## src/hdl/pct_consts.vh

```
`ifndef PCT_CONSTS_VH
`define PCT_CONSTS_VH

// ****************************************************************
// register byte offsets
// ****************************************************************
`define PCT_OFF_CLK_EN    12'h000
`define PCT_OFF_MODE      12'h004
`define PCT_OFF_CNT_COND  12'h008
`define PCT_OFF_IRQ_EN    12'h00c
`define PCT_OFF_STATUS    12'h010
`define PCT_OFF_CLR_CTRL  12'h014
`define PCT_OFF_COUNT     12'h018
`define PCT_OFF_GEN_A     12'h01c
`define PCT_OFF_GEN_B     12'h020
`define PCT_OFF_IRQ_MASK  12'h024
`define PCT_OFF_IRQ_REQ   12'h028
`define PCT_OFF_PRIO_HI   12'h02c
`define PCT_OFF_PRIO_LO   12'h030

// ****************************************************************
// field positions
// ****************************************************************
`define PCT_BIT_CLK_EN    6
`define PCT_BIT_START     7
`define PCT_BIT_PHASE     1
`define PCT_BIT_OVIE      3
`define PCT_BIT_UDIE      2
`define PCT_BIT_OVF       1
`define PCT_BIT_UDF       0
`define PCT_BIT_CLR_HI    6
`define PCT_BIT_CLR_LO    5
`define PCT_BIT_IRQ       3

// ****************************************************************
// reset values and clear-source codes
// ****************************************************************
`define PCT_RST_BYTE      8'h00
`define PCT_RST_COUNT     16'h0000
`define PCT_RST_GEN       16'hffff
`define PCT_RST_MASK      1'b1
`define PCT_RST_PRIO      1'b1
`define PCT_CLR_NONE      2'b00
`define PCT_CLR_GEN_A     2'b01
`define PCT_CLR_GEN_B     2'b10

`endif

```

## src/hdl/pct_timer.v

```verilog
// The APB register port and the address map were decided locally.
`timescale 1ns/1ps
`default_nettype none
`include "pct_consts.vh"

module pct_timer #(
    parameter CNT_W = 16
) (
    input  wire              pclk,
    input  wire              presetn,
    input  wire              psel,
    input  wire              penable,
    input  wire              pwrite,
    input  wire [11:0]       paddr,
    input  wire [31:0]       pwdata,
    output wire              pready,
    output reg  [31:0]       prdata,
    output wire              pslverr,
    input  wire              phase_a_input,
    input  wire              phase_b_input,
    output wire              timer_irq_out,
    output wire [1:0]        timer_irq_level,
    output wire [CNT_W-1:0]  timer_count_out
);

    // ****************************************************************
    // register state
    // ****************************************************************
    reg              module_clock_enable_q;
    reg  [7:0]       mode_q;
    reg  [7:0]       cnt_cond_q;
    reg  [1:0]       irq_en_q;
    reg              overflow_flag_q;
    reg              underflow_flag_q;
    reg  [7:0]       clr_ctrl_q;
    reg  [CNT_W-1:0] count_q;
    reg  [CNT_W-1:0] count_d;
    reg  [CNT_W-1:0] gen_a_q;
    reg  [CNT_W-1:0] gen_b_q;
    reg              timer_irq_mask_q;
    reg              timer_irq_request_flag_q;
    reg              prio_hi_q;
    reg              prio_lo_q;
    reg              phase_a_q;
    reg              phase_b_q;
    reg              step_up;
    reg              step_dn;
    reg              addr_ok;

    wire             wr_acc;
    wire             timer_wr;
    wire             running;
    wire             a_rise;
    wire             a_fall;
    wire             b_rise;
    wire             b_fall;
    wire             a_lvl;
    wire             b_lvl;
    wire             ovf_evt;
    wire             udf_evt;
    wire             clr_hit;
    wire [1:0]       clr_sel;
    wire             cnt_ld;

    // address match for a write access
    function wr_hit;
        input [11:0] addr;
        input [11:0] off;
        begin
            wr_hit = (addr == off);
        end
    endfunction

    // ****************************************************************
    // apb handshake
    // ****************************************************************
    // zero-wait slave; unmapped addresses answer with an error
    assign pready  = 1'b1;
    assign pslverr = psel & penable & ~addr_ok;
    assign wr_acc  = psel & penable & pwrite & addr_ok;
    // timer registers accept writes only while the module clock runs
    assign timer_wr = wr_acc & module_clock_enable_q;

    // decode of mapped offsets
    always @* begin
        case (paddr)
            `PCT_OFF_CLK_EN, `PCT_OFF_MODE, `PCT_OFF_CNT_COND, `PCT_OFF_IRQ_EN,
            `PCT_OFF_STATUS, `PCT_OFF_CLR_CTRL, `PCT_OFF_COUNT, `PCT_OFF_GEN_A,
            `PCT_OFF_GEN_B, `PCT_OFF_IRQ_MASK, `PCT_OFF_IRQ_REQ, `PCT_OFF_PRIO_HI,
            `PCT_OFF_PRIO_LO: begin
                addr_ok = 1'b1;
            end
            default: begin
                addr_ok = 1'b0;
            end
        endcase
    end

    // read data mux
    always @* begin
        prdata = 32'h0000_0000;
        case (paddr)
            `PCT_OFF_CLK_EN:   prdata[`PCT_BIT_CLK_EN] = module_clock_enable_q;
            `PCT_OFF_MODE:     prdata[7:0] = mode_q;
            `PCT_OFF_CNT_COND: prdata[7:0] = cnt_cond_q;
            `PCT_OFF_IRQ_EN: begin
                prdata[`PCT_BIT_OVIE] = irq_en_q[1];
                prdata[`PCT_BIT_UDIE] = irq_en_q[0];
            end
            `PCT_OFF_STATUS: begin
                prdata[`PCT_BIT_OVF] = overflow_flag_q;
                prdata[`PCT_BIT_UDF] = underflow_flag_q;
            end
            `PCT_OFF_CLR_CTRL: prdata[7:0] = clr_ctrl_q;
            `PCT_OFF_COUNT:    prdata[CNT_W-1:0] = count_q;
            `PCT_OFF_GEN_A:    prdata[CNT_W-1:0] = gen_a_q;
            `PCT_OFF_GEN_B:    prdata[CNT_W-1:0] = gen_b_q;
            `PCT_OFF_IRQ_MASK: prdata[`PCT_BIT_IRQ] = timer_irq_mask_q;
            `PCT_OFF_IRQ_REQ:  prdata[`PCT_BIT_IRQ] = timer_irq_request_flag_q;
            `PCT_OFF_PRIO_HI:  prdata[`PCT_BIT_IRQ] = prio_hi_q;
            `PCT_OFF_PRIO_LO:  prdata[`PCT_BIT_IRQ] = prio_lo_q;
            default:           prdata = 32'h0000_0000;
        endcase
    end

    // ****************************************************************
    // module clock enable
    // ****************************************************************
    // clock gate control stays writable so the timer can be woken
    always @(posedge pclk or negedge presetn) begin
        if (!presetn) begin
            module_clock_enable_q <= 1'b0;
        end else if (wr_acc && wr_hit(paddr, `PCT_OFF_CLK_EN)) begin
            module_clock_enable_q <= pwdata[`PCT_BIT_CLK_EN];
        end
    end

    // ****************************************************************
    // timer configuration registers
    // ****************************************************************
    // held at reset values while the module clock is off
    always @(posedge pclk or negedge presetn) begin
        if (!presetn) begin
            mode_q     <= `PCT_RST_BYTE;
            cnt_cond_q <= `PCT_RST_BYTE;
            irq_en_q   <= 2'b00;
            clr_ctrl_q <= `PCT_RST_BYTE;
            gen_a_q    <= `PCT_RST_GEN;
            gen_b_q    <= `PCT_RST_GEN;
        end else if (!module_clock_enable_q) begin
            mode_q     <= `PCT_RST_BYTE;
            cnt_cond_q <= `PCT_RST_BYTE;
            irq_en_q   <= 2'b00;
            clr_ctrl_q <= `PCT_RST_BYTE;
            gen_a_q    <= `PCT_RST_GEN;
            gen_b_q    <= `PCT_RST_GEN;
        end else if (timer_wr) begin
            if (wr_hit(paddr, `PCT_OFF_MODE)) begin
                mode_q <= pwdata[7:0];
            end
            if (wr_hit(paddr, `PCT_OFF_CNT_COND)) begin
                cnt_cond_q <= pwdata[7:0];
            end
            if (wr_hit(paddr, `PCT_OFF_IRQ_EN)) begin
                irq_en_q <= {pwdata[`PCT_BIT_OVIE], pwdata[`PCT_BIT_UDIE]};
            end
            if (wr_hit(paddr, `PCT_OFF_CLR_CTRL)) begin
                clr_ctrl_q <= {1'b0, pwdata[6:0]};
            end
            if (wr_hit(paddr, `PCT_OFF_GEN_A)) begin
                gen_a_q <= pwdata[CNT_W-1:0];
            end
            if (wr_hit(paddr, `PCT_OFF_GEN_B)) begin
                gen_b_q <= pwdata[CNT_W-1:0];
            end
        end
    end

    // ****************************************************************
    // phase input edge detection
    // ****************************************************************
    // previous sample of each phase input
    always @(posedge pclk or negedge presetn) begin
        if (!presetn) begin
            phase_a_q <= 1'b0;
            phase_b_q <= 1'b0;
        end else begin
            phase_a_q <= phase_a_input;
            phase_b_q <= phase_b_input;
        end
    end

    assign a_rise = phase_a_input & ~phase_a_q;
    assign a_fall = ~phase_a_input & phase_a_q;
    assign b_rise = phase_b_input & ~phase_b_q;
    assign b_fall = ~phase_b_input & phase_b_q;
    assign a_lvl  = phase_a_input;
    assign b_lvl  = phase_b_input;

    // ****************************************************************
    // count conditions
    // ****************************************************************
    assign running = module_clock_enable_q & mode_q[`PCT_BIT_START];

    // enabled up and down conditions; simultaneous up and down cancel
    always @* begin
        step_up = 1'b0;
        step_dn = 1'b0;
        if (running) begin
            if (mode_q[`PCT_BIT_PHASE]) begin
                step_up = (cnt_cond_q[7] & ~a_lvl & b_rise)
                        | (cnt_cond_q[6] &  b_lvl & a_rise)
                        | (cnt_cond_q[5] &  a_lvl & b_fall)
                        | (cnt_cond_q[4] & ~b_lvl & a_fall);
                step_dn = (cnt_cond_q[3] &  b_lvl & a_fall)
                        | (cnt_cond_q[2] & ~a_lvl & b_fall)
                        | (cnt_cond_q[1] & ~b_lvl & a_rise)
                        | (cnt_cond_q[0] &  a_lvl & b_rise);
            end else begin
                step_up = 1'b1; // plain up-count on the module clock
            end
        end
    end

    // ****************************************************************
    // counter
    // ****************************************************************
    assign clr_sel = {clr_ctrl_q[`PCT_BIT_CLR_HI], clr_ctrl_q[`PCT_BIT_CLR_LO]};
    // match on the general register picked by clr_sel clears instead of stepping
    assign clr_hit = running &
                     (((clr_sel == `PCT_CLR_GEN_A) && (count_q == gen_a_q)) |
                      ((clr_sel == `PCT_CLR_GEN_B) && (count_q == gen_b_q)));
    // a software load replaces the step, so it raises no wrap flag either
    assign cnt_ld  = timer_wr & wr_hit(paddr, `PCT_OFF_COUNT);
    assign ovf_evt = ~cnt_ld & ~clr_hit & step_up & ~step_dn & (&count_q);
    assign udf_evt = ~cnt_ld & ~clr_hit & step_dn & ~step_up & ~(|count_q);

    // next count value
    always @* begin
        count_d = count_q;
        if (cnt_ld) begin
            count_d = pwdata[CNT_W-1:0];
        end else if (clr_hit) begin
            count_d = {CNT_W{1'b0}};
        end else if (step_up && !step_dn) begin
            count_d = count_q + 1'b1;
        end else if (step_dn && !step_up) begin
            count_d = count_q - 1'b1;
        end
    end

    // count register, reset while the module clock is off
    always @(posedge pclk or negedge presetn) begin
        if (!presetn) begin
            count_q <= `PCT_RST_COUNT;
        end else if (!module_clock_enable_q) begin
            count_q <= `PCT_RST_COUNT;
        end else begin
            count_q <= count_d;
        end
    end

    // ****************************************************************
    // overflow and underflow flags
    // ****************************************************************
    // sticky; a write of 0 clears, a new event in that cycle wins
    always @(posedge pclk or negedge presetn) begin
        if (!presetn) begin
            overflow_flag_q  <= 1'b0;
            underflow_flag_q <= 1'b0;
        end else if (!module_clock_enable_q) begin
            overflow_flag_q  <= 1'b0;
            underflow_flag_q <= 1'b0;
        end else begin
            if (ovf_evt) begin
                overflow_flag_q <= 1'b1;
            end else if (timer_wr && wr_hit(paddr, `PCT_OFF_STATUS) && !pwdata[`PCT_BIT_OVF]) begin
                overflow_flag_q <= 1'b0;
            end
            if (udf_evt) begin
                underflow_flag_q <= 1'b1;
            end else if (timer_wr && wr_hit(paddr, `PCT_OFF_STATUS) && !pwdata[`PCT_BIT_UDF]) begin
                underflow_flag_q <= 1'b0;
            end
        end
    end

    // ****************************************************************
    // interrupt request, mask and priority
    // ****************************************************************
    // request flag: set by an enabled event, cleared by writing 0
    always @(posedge pclk or negedge presetn) begin
        if (!presetn) begin
            timer_irq_request_flag_q <= 1'b0;
        end else if ((ovf_evt && irq_en_q[1]) || (udf_evt && irq_en_q[0])) begin
            timer_irq_request_flag_q <= 1'b1;
        end else if (wr_acc && wr_hit(paddr, `PCT_OFF_IRQ_REQ) && !pwdata[`PCT_BIT_IRQ]) begin
            timer_irq_request_flag_q <= 1'b0;
        end
    end

    // mask and priority bits
    always @(posedge pclk or negedge presetn) begin
        if (!presetn) begin
            timer_irq_mask_q <= `PCT_RST_MASK;
            prio_hi_q        <= `PCT_RST_PRIO;
            prio_lo_q        <= `PCT_RST_PRIO;
        end else if (wr_acc) begin
            if (wr_hit(paddr, `PCT_OFF_IRQ_MASK)) begin
                timer_irq_mask_q <= pwdata[`PCT_BIT_IRQ];
            end
            if (wr_hit(paddr, `PCT_OFF_PRIO_HI)) begin
                prio_hi_q <= pwdata[`PCT_BIT_IRQ];
            end
            if (wr_hit(paddr, `PCT_OFF_PRIO_LO)) begin
                prio_lo_q <= pwdata[`PCT_BIT_IRQ];
            end
        end
    end

    // pending request goes out only while unmasked
    assign timer_irq_out   = timer_irq_request_flag_q & ~timer_irq_mask_q;
    assign timer_irq_level = {prio_hi_q, prio_lo_q};
    assign timer_count_out = count_q;

endmodule

`default_nettype wire

```

## config.mk

```make
export PLATFORM = sky130hd
export DESIGN_NAME = pct_timer
export DESIGN_NICKNAME = d
export VERILOG_FILES = /design/src/hdl/pct_timer.v
export VERILOG_INCLUDE_DIRS = /design/src /design/src/hdl
export SDC_FILE = /design/constraint.sdc
export NUM_CORES = 1
export LEC_CHECK = 0
export BUFFER_PORTS_ARGS = -buffer_cell sky130_fd_sc_hd__clkbuf_2
export CORE_ASPECT_RATIO = 1.25
export CORE_UTILIZATION = 40
export DETAILED_ROUTE_END_ITERATION = 7
export GPL_TIMING_DRIVEN = 0
export HOLD_SLACK_MARGIN = 0.02
export PLACE_DENSITY = 0.6
export SLEW_MARGIN = 10
export SYNTH_ARGS = -nofsm -noshare
export SYNTH_HDL_FRONTEND = slang
export SYNTH_SLANG_ARGS = --single-unit
```

## constraint.sdc

```tcl
create_clock -name pclk -period 3.7 [get_ports pclk]
set_input_delay 0.555 -clock pclk [delete_from_list [all_inputs] [get_ports pclk]]
set_output_delay 0.555 -clock pclk [all_outputs]
set_load 0.02 [all_outputs]
```

==> impl_metrics.tcl <==
set metrics [dict create \
    run_status "finished, final reports clean" \
    ioPinCount 104 \
    worst_hold_slack_ns 0.189 \
    min_path_type "in2async" \
    synthesis.instances 620 \
    final.period_utilization_pct 97.7 \
    drtAntennaViolNets 0 \
    synthesis.area_um2 5620 \
    num_antenna_cells 0 \
    grt_first_pass_wirelength_mm 28.5 \
    final-max-slew-violation-count 0 \
    fp.dieH_um 135 \
    fin_util_pct 49.3 \
    wire_length_on_met1_mm 7.68 \
    starting_density_pct 40.9 \
    routed_vias 5213 \
    place.gp.congestion 0.930 \
    timing.slew.headroom_pct 35.3 \
    top_layer "met4" \
    clk_pin_slew_worst_paths_ns 0.07 \
    cts.sinks 82 \
    synth-edff-count 0 \
    path_class "reg2reg" \
    yosys_register_bits 82 \
    cts_made_buffers 9 \
    achievable-frequency_ghz 0.277 \
    clock_tree_from_tritoncts "yes" \
    instances_no_fill 909 \
    cp.arrival_ns 3.85 \
    layout-drive-gt1-share_pct 28.9 \
    routed-wl-met2_mm 9.33 \
    detail_route.first_pass.iterations 6 \
    drt_drc_violations_left 0 \
    buffers_added_on_ports 70 \
    timing.final.crit_period_ns 3.61 \
    placeableCoreArea_um2 13800 \
    fp.dieW_um 108 \
    worst_ir_drop_vdd_v 0.000297 \
    finalPower_uw 1880 \
    worst_skew_pair.late_latency_ns 0.35 \
    grt_pass1_vias 5148 \
    dp_hpwl_mm 13.8 \
    synth_top_cell_area_share_pct 20.9 \
    p_per_area_nw_per_um2 277 \
    placedCellCount 881 \
    leakage_uw 0.00301 \
    htree_levels 3 \
    ys_top_cells_by_area "sky130_fd_sc_hd__dfrtp_1 (21%), sky130_fd_sc_hd__dfstp_2 (16%), sky130_fd_sc_hd__nand2_1 (6.4%), sky130_fd_sc_hd__xnor2_1 (5.0%), sky130_fd_sc_hd__mux2i_1 (4.5%)" \
    synth.top_cells.by_count "sky130_fd_sc_hd__nand2_1 (96), sky130_fd_sc_hd__dfrtp_1 (47), sky130_fd_sc_hd__nand3_1 (41), sky130_fd_sc_hd__nor2_1 (41), sky130_fd_sc_hd__dfstp_2 (35)" \
    async_reset_ff_share_pct 100 \
    synth.distinct_cells 74 \
    cts.hold.buffers_added 0 \
    netlist.top_cell.by_area "sky130_fd_sc_hd__dfrtp_1" \
    maximum_number_of_pins_on_one_net_before_global_route_repair 50 \
    setup_viol 0 \
    startpoint_class_of_the_critical_path "flop" \
    yosys_warnings 0 \
    hold_violation_total_from_the_final_report 0 \
    crit_path_end_kind "flop" \
    grt_overflow 0 \
    detailedRoute.firstIterationViolations 466 \
    num-nets-final 797 \
    die_area_um2 14500 \
    avgViaCountPerCell 5.73 \
    critical_path_peak_fanout 4 \
    grt_antenna_before_repair 0 \
    ys.flop_type "sky130_fd_sc_hd__dfrtp_1" \
    cp_cell_sequence "nand4b_1 > o31ai_1 > o31ai_4 > and4_4 > clkinvlp_4 > ha_1 > a21o_1 > o2bb2ai_4 > o41ai_4 > o21ai_2 > o41ai_2 > xnor2_1 > o21bai_1 > a221o_1" \
    slowest_stage "sky130_fd_sc_hd__dfrtp_1" \
    totalWireLength_mm 18.4 \
    cts_buffer_depth 2 \
    routed_wire_length_on_met3_mm 1.02 \
    worst_pin_slew_ns 0.962 \
    syn_area_per_cell_um2 9.06 \
    groute.usage.overall_pct 26.3 \
    finClkSkew_ns 0.00838 \
    placementRows 48 \
    yosys.cell_count.top_type "sky130_fd_sc_hd__nand2_1" \
    critPathMaxStageDelay_ns 0.41 \
    reg2reg_depth 14 \
    tns_ns 0 \
    max_cap_viol_count 0 \
    cts_root_buffer "sky130_fd_sc_hd__clkbuf_16" \
    rsz0062_at_grt "true" \
    wl_per_cell_um 20.3 \
    area_growth_syn_to_layout_pct 20.8 \
    required_ns 3.94 \
    synth-seq-area-share_pct 37.3 \
]
==> flip-flops by register name, summed over array words and instances (netlist names), 2 cells and up <==
register / count
clr_ctrl_q: 7
cnt_cond_q: 8
gen_a_q: 16
gen_b_q: 16
irq_en_q: 2
mode_q: 8
timer_count_out: 16
==> path summary, 6_finish.rpt <==
check                           slack, ns                               to                    start
worst min-delay path                 0.19  timer_count_out[12]$_DFFE_PN0P_                  presetn
worst max-delay path                 0.09  timer_count_out[15]$_DFFE_PN0P_      phase_b_q$_DFF_PN0_
worst min register to register       0.50          gen_a_q[11]$_DFFE_PN1P_  gen_a_q[11]$_DFFE_PN1P_
min in group pclk                    0.35              phase_a_q$_DFF_PN0_            phase_a_input
max in group asynchronous            2.83            prio_lo_q$_DFFE_PN1P_                  presetn
worst max register to register       0.09  timer_count_out[15]$_DFFE_PN0P_      phase_b_q$_DFF_PN0_
==> routing by layer <==
metal / vias up / global-route usage [%]
met2: 212 / 43.6
li1: 2448 / -
met4: 0 / 13.1
met3: 27 / 3.72
met1: 2526 / 33.2
met5: - / 1.07
==> cell usage in the layout (no fill, tap or decap), drive strengths merged, types with 9 or more instances in the layout <==
master  count
o21ai       9
nand4      20
dfrtp      47
nand3      41
mux2i      25
buf        44
xnor2      32
nor2       45
nor4       12
ha         16
inv        18
conb       17
dfstp      35
a21oi      10
clkbuf    105
xor2       13
nor3       14
a222oi     19
a22oi      15
nand2      97
o31ai      12
==> layout make-up <==
class                      instances  area, um2
multi-input combinational        479       3320
sequential                        82       2100
clock buffer                       9        225
fill                            1318       6970
buffer                            58        324
timing repair buffer              82        477
timing repair inverter             1       7.51
clock inverter                     7       52.6
inverter                          16       63.8
tap                              175        219
==> worst max-delay path, delay by kind of cell, from the launching register on <==
kind                       cells  cell delay (ns)
DFF                            1             0.41
xor gates and xnor gates       1             0.22
buffers and inverters          1             0.15
adders and majority gates      1             0.30
AOI/OAI and AO/OA              9             1.99
and+or+nand+nor                2             0.42
==> logic make-up after synthesis <==
group / Yosys count / share of synthesized area [%]
AND/OR/NAND/NOR: 262 / 23.4
AO/OA/AOI/OAI: 107 / 15.7
flip-flops: 82 / 37.3
buffers and inverters: 74 / 6.84
XOR/XNOR: 45 / 7.01
multiplexers: 31 / 5.66
adder cells (fa/ha/maj): 17 / 3.92
other: 2 / 0.134
==> power by group <==
group	internal (uW)	leakage [uW]	switching (uW)
clock network	461	0.000137	406
registers	899	0.00102	1.30
logic	37.2	0.00185	77.7
==> stage by stage <==
stage,setup WS [ns],instance area (um2)
3_3_place_gp,-0.505,6240
3_5_place_dp,-0.567,6270
5_1_grt,-0.0754,6790
2_1_floorplan,0.144,5680
4_1_cts,0.0161,6610
6_report,0.0867,6790
==> repair_timing <==
action                     4_1_cts  5_1_grt
setup endpoints to repair        6       15
buffers inserted                 4        7
gates resized for setup          5       23
pin swaps                        0        9
cloned                           1        0
Power figures use the tool's default switching activity.
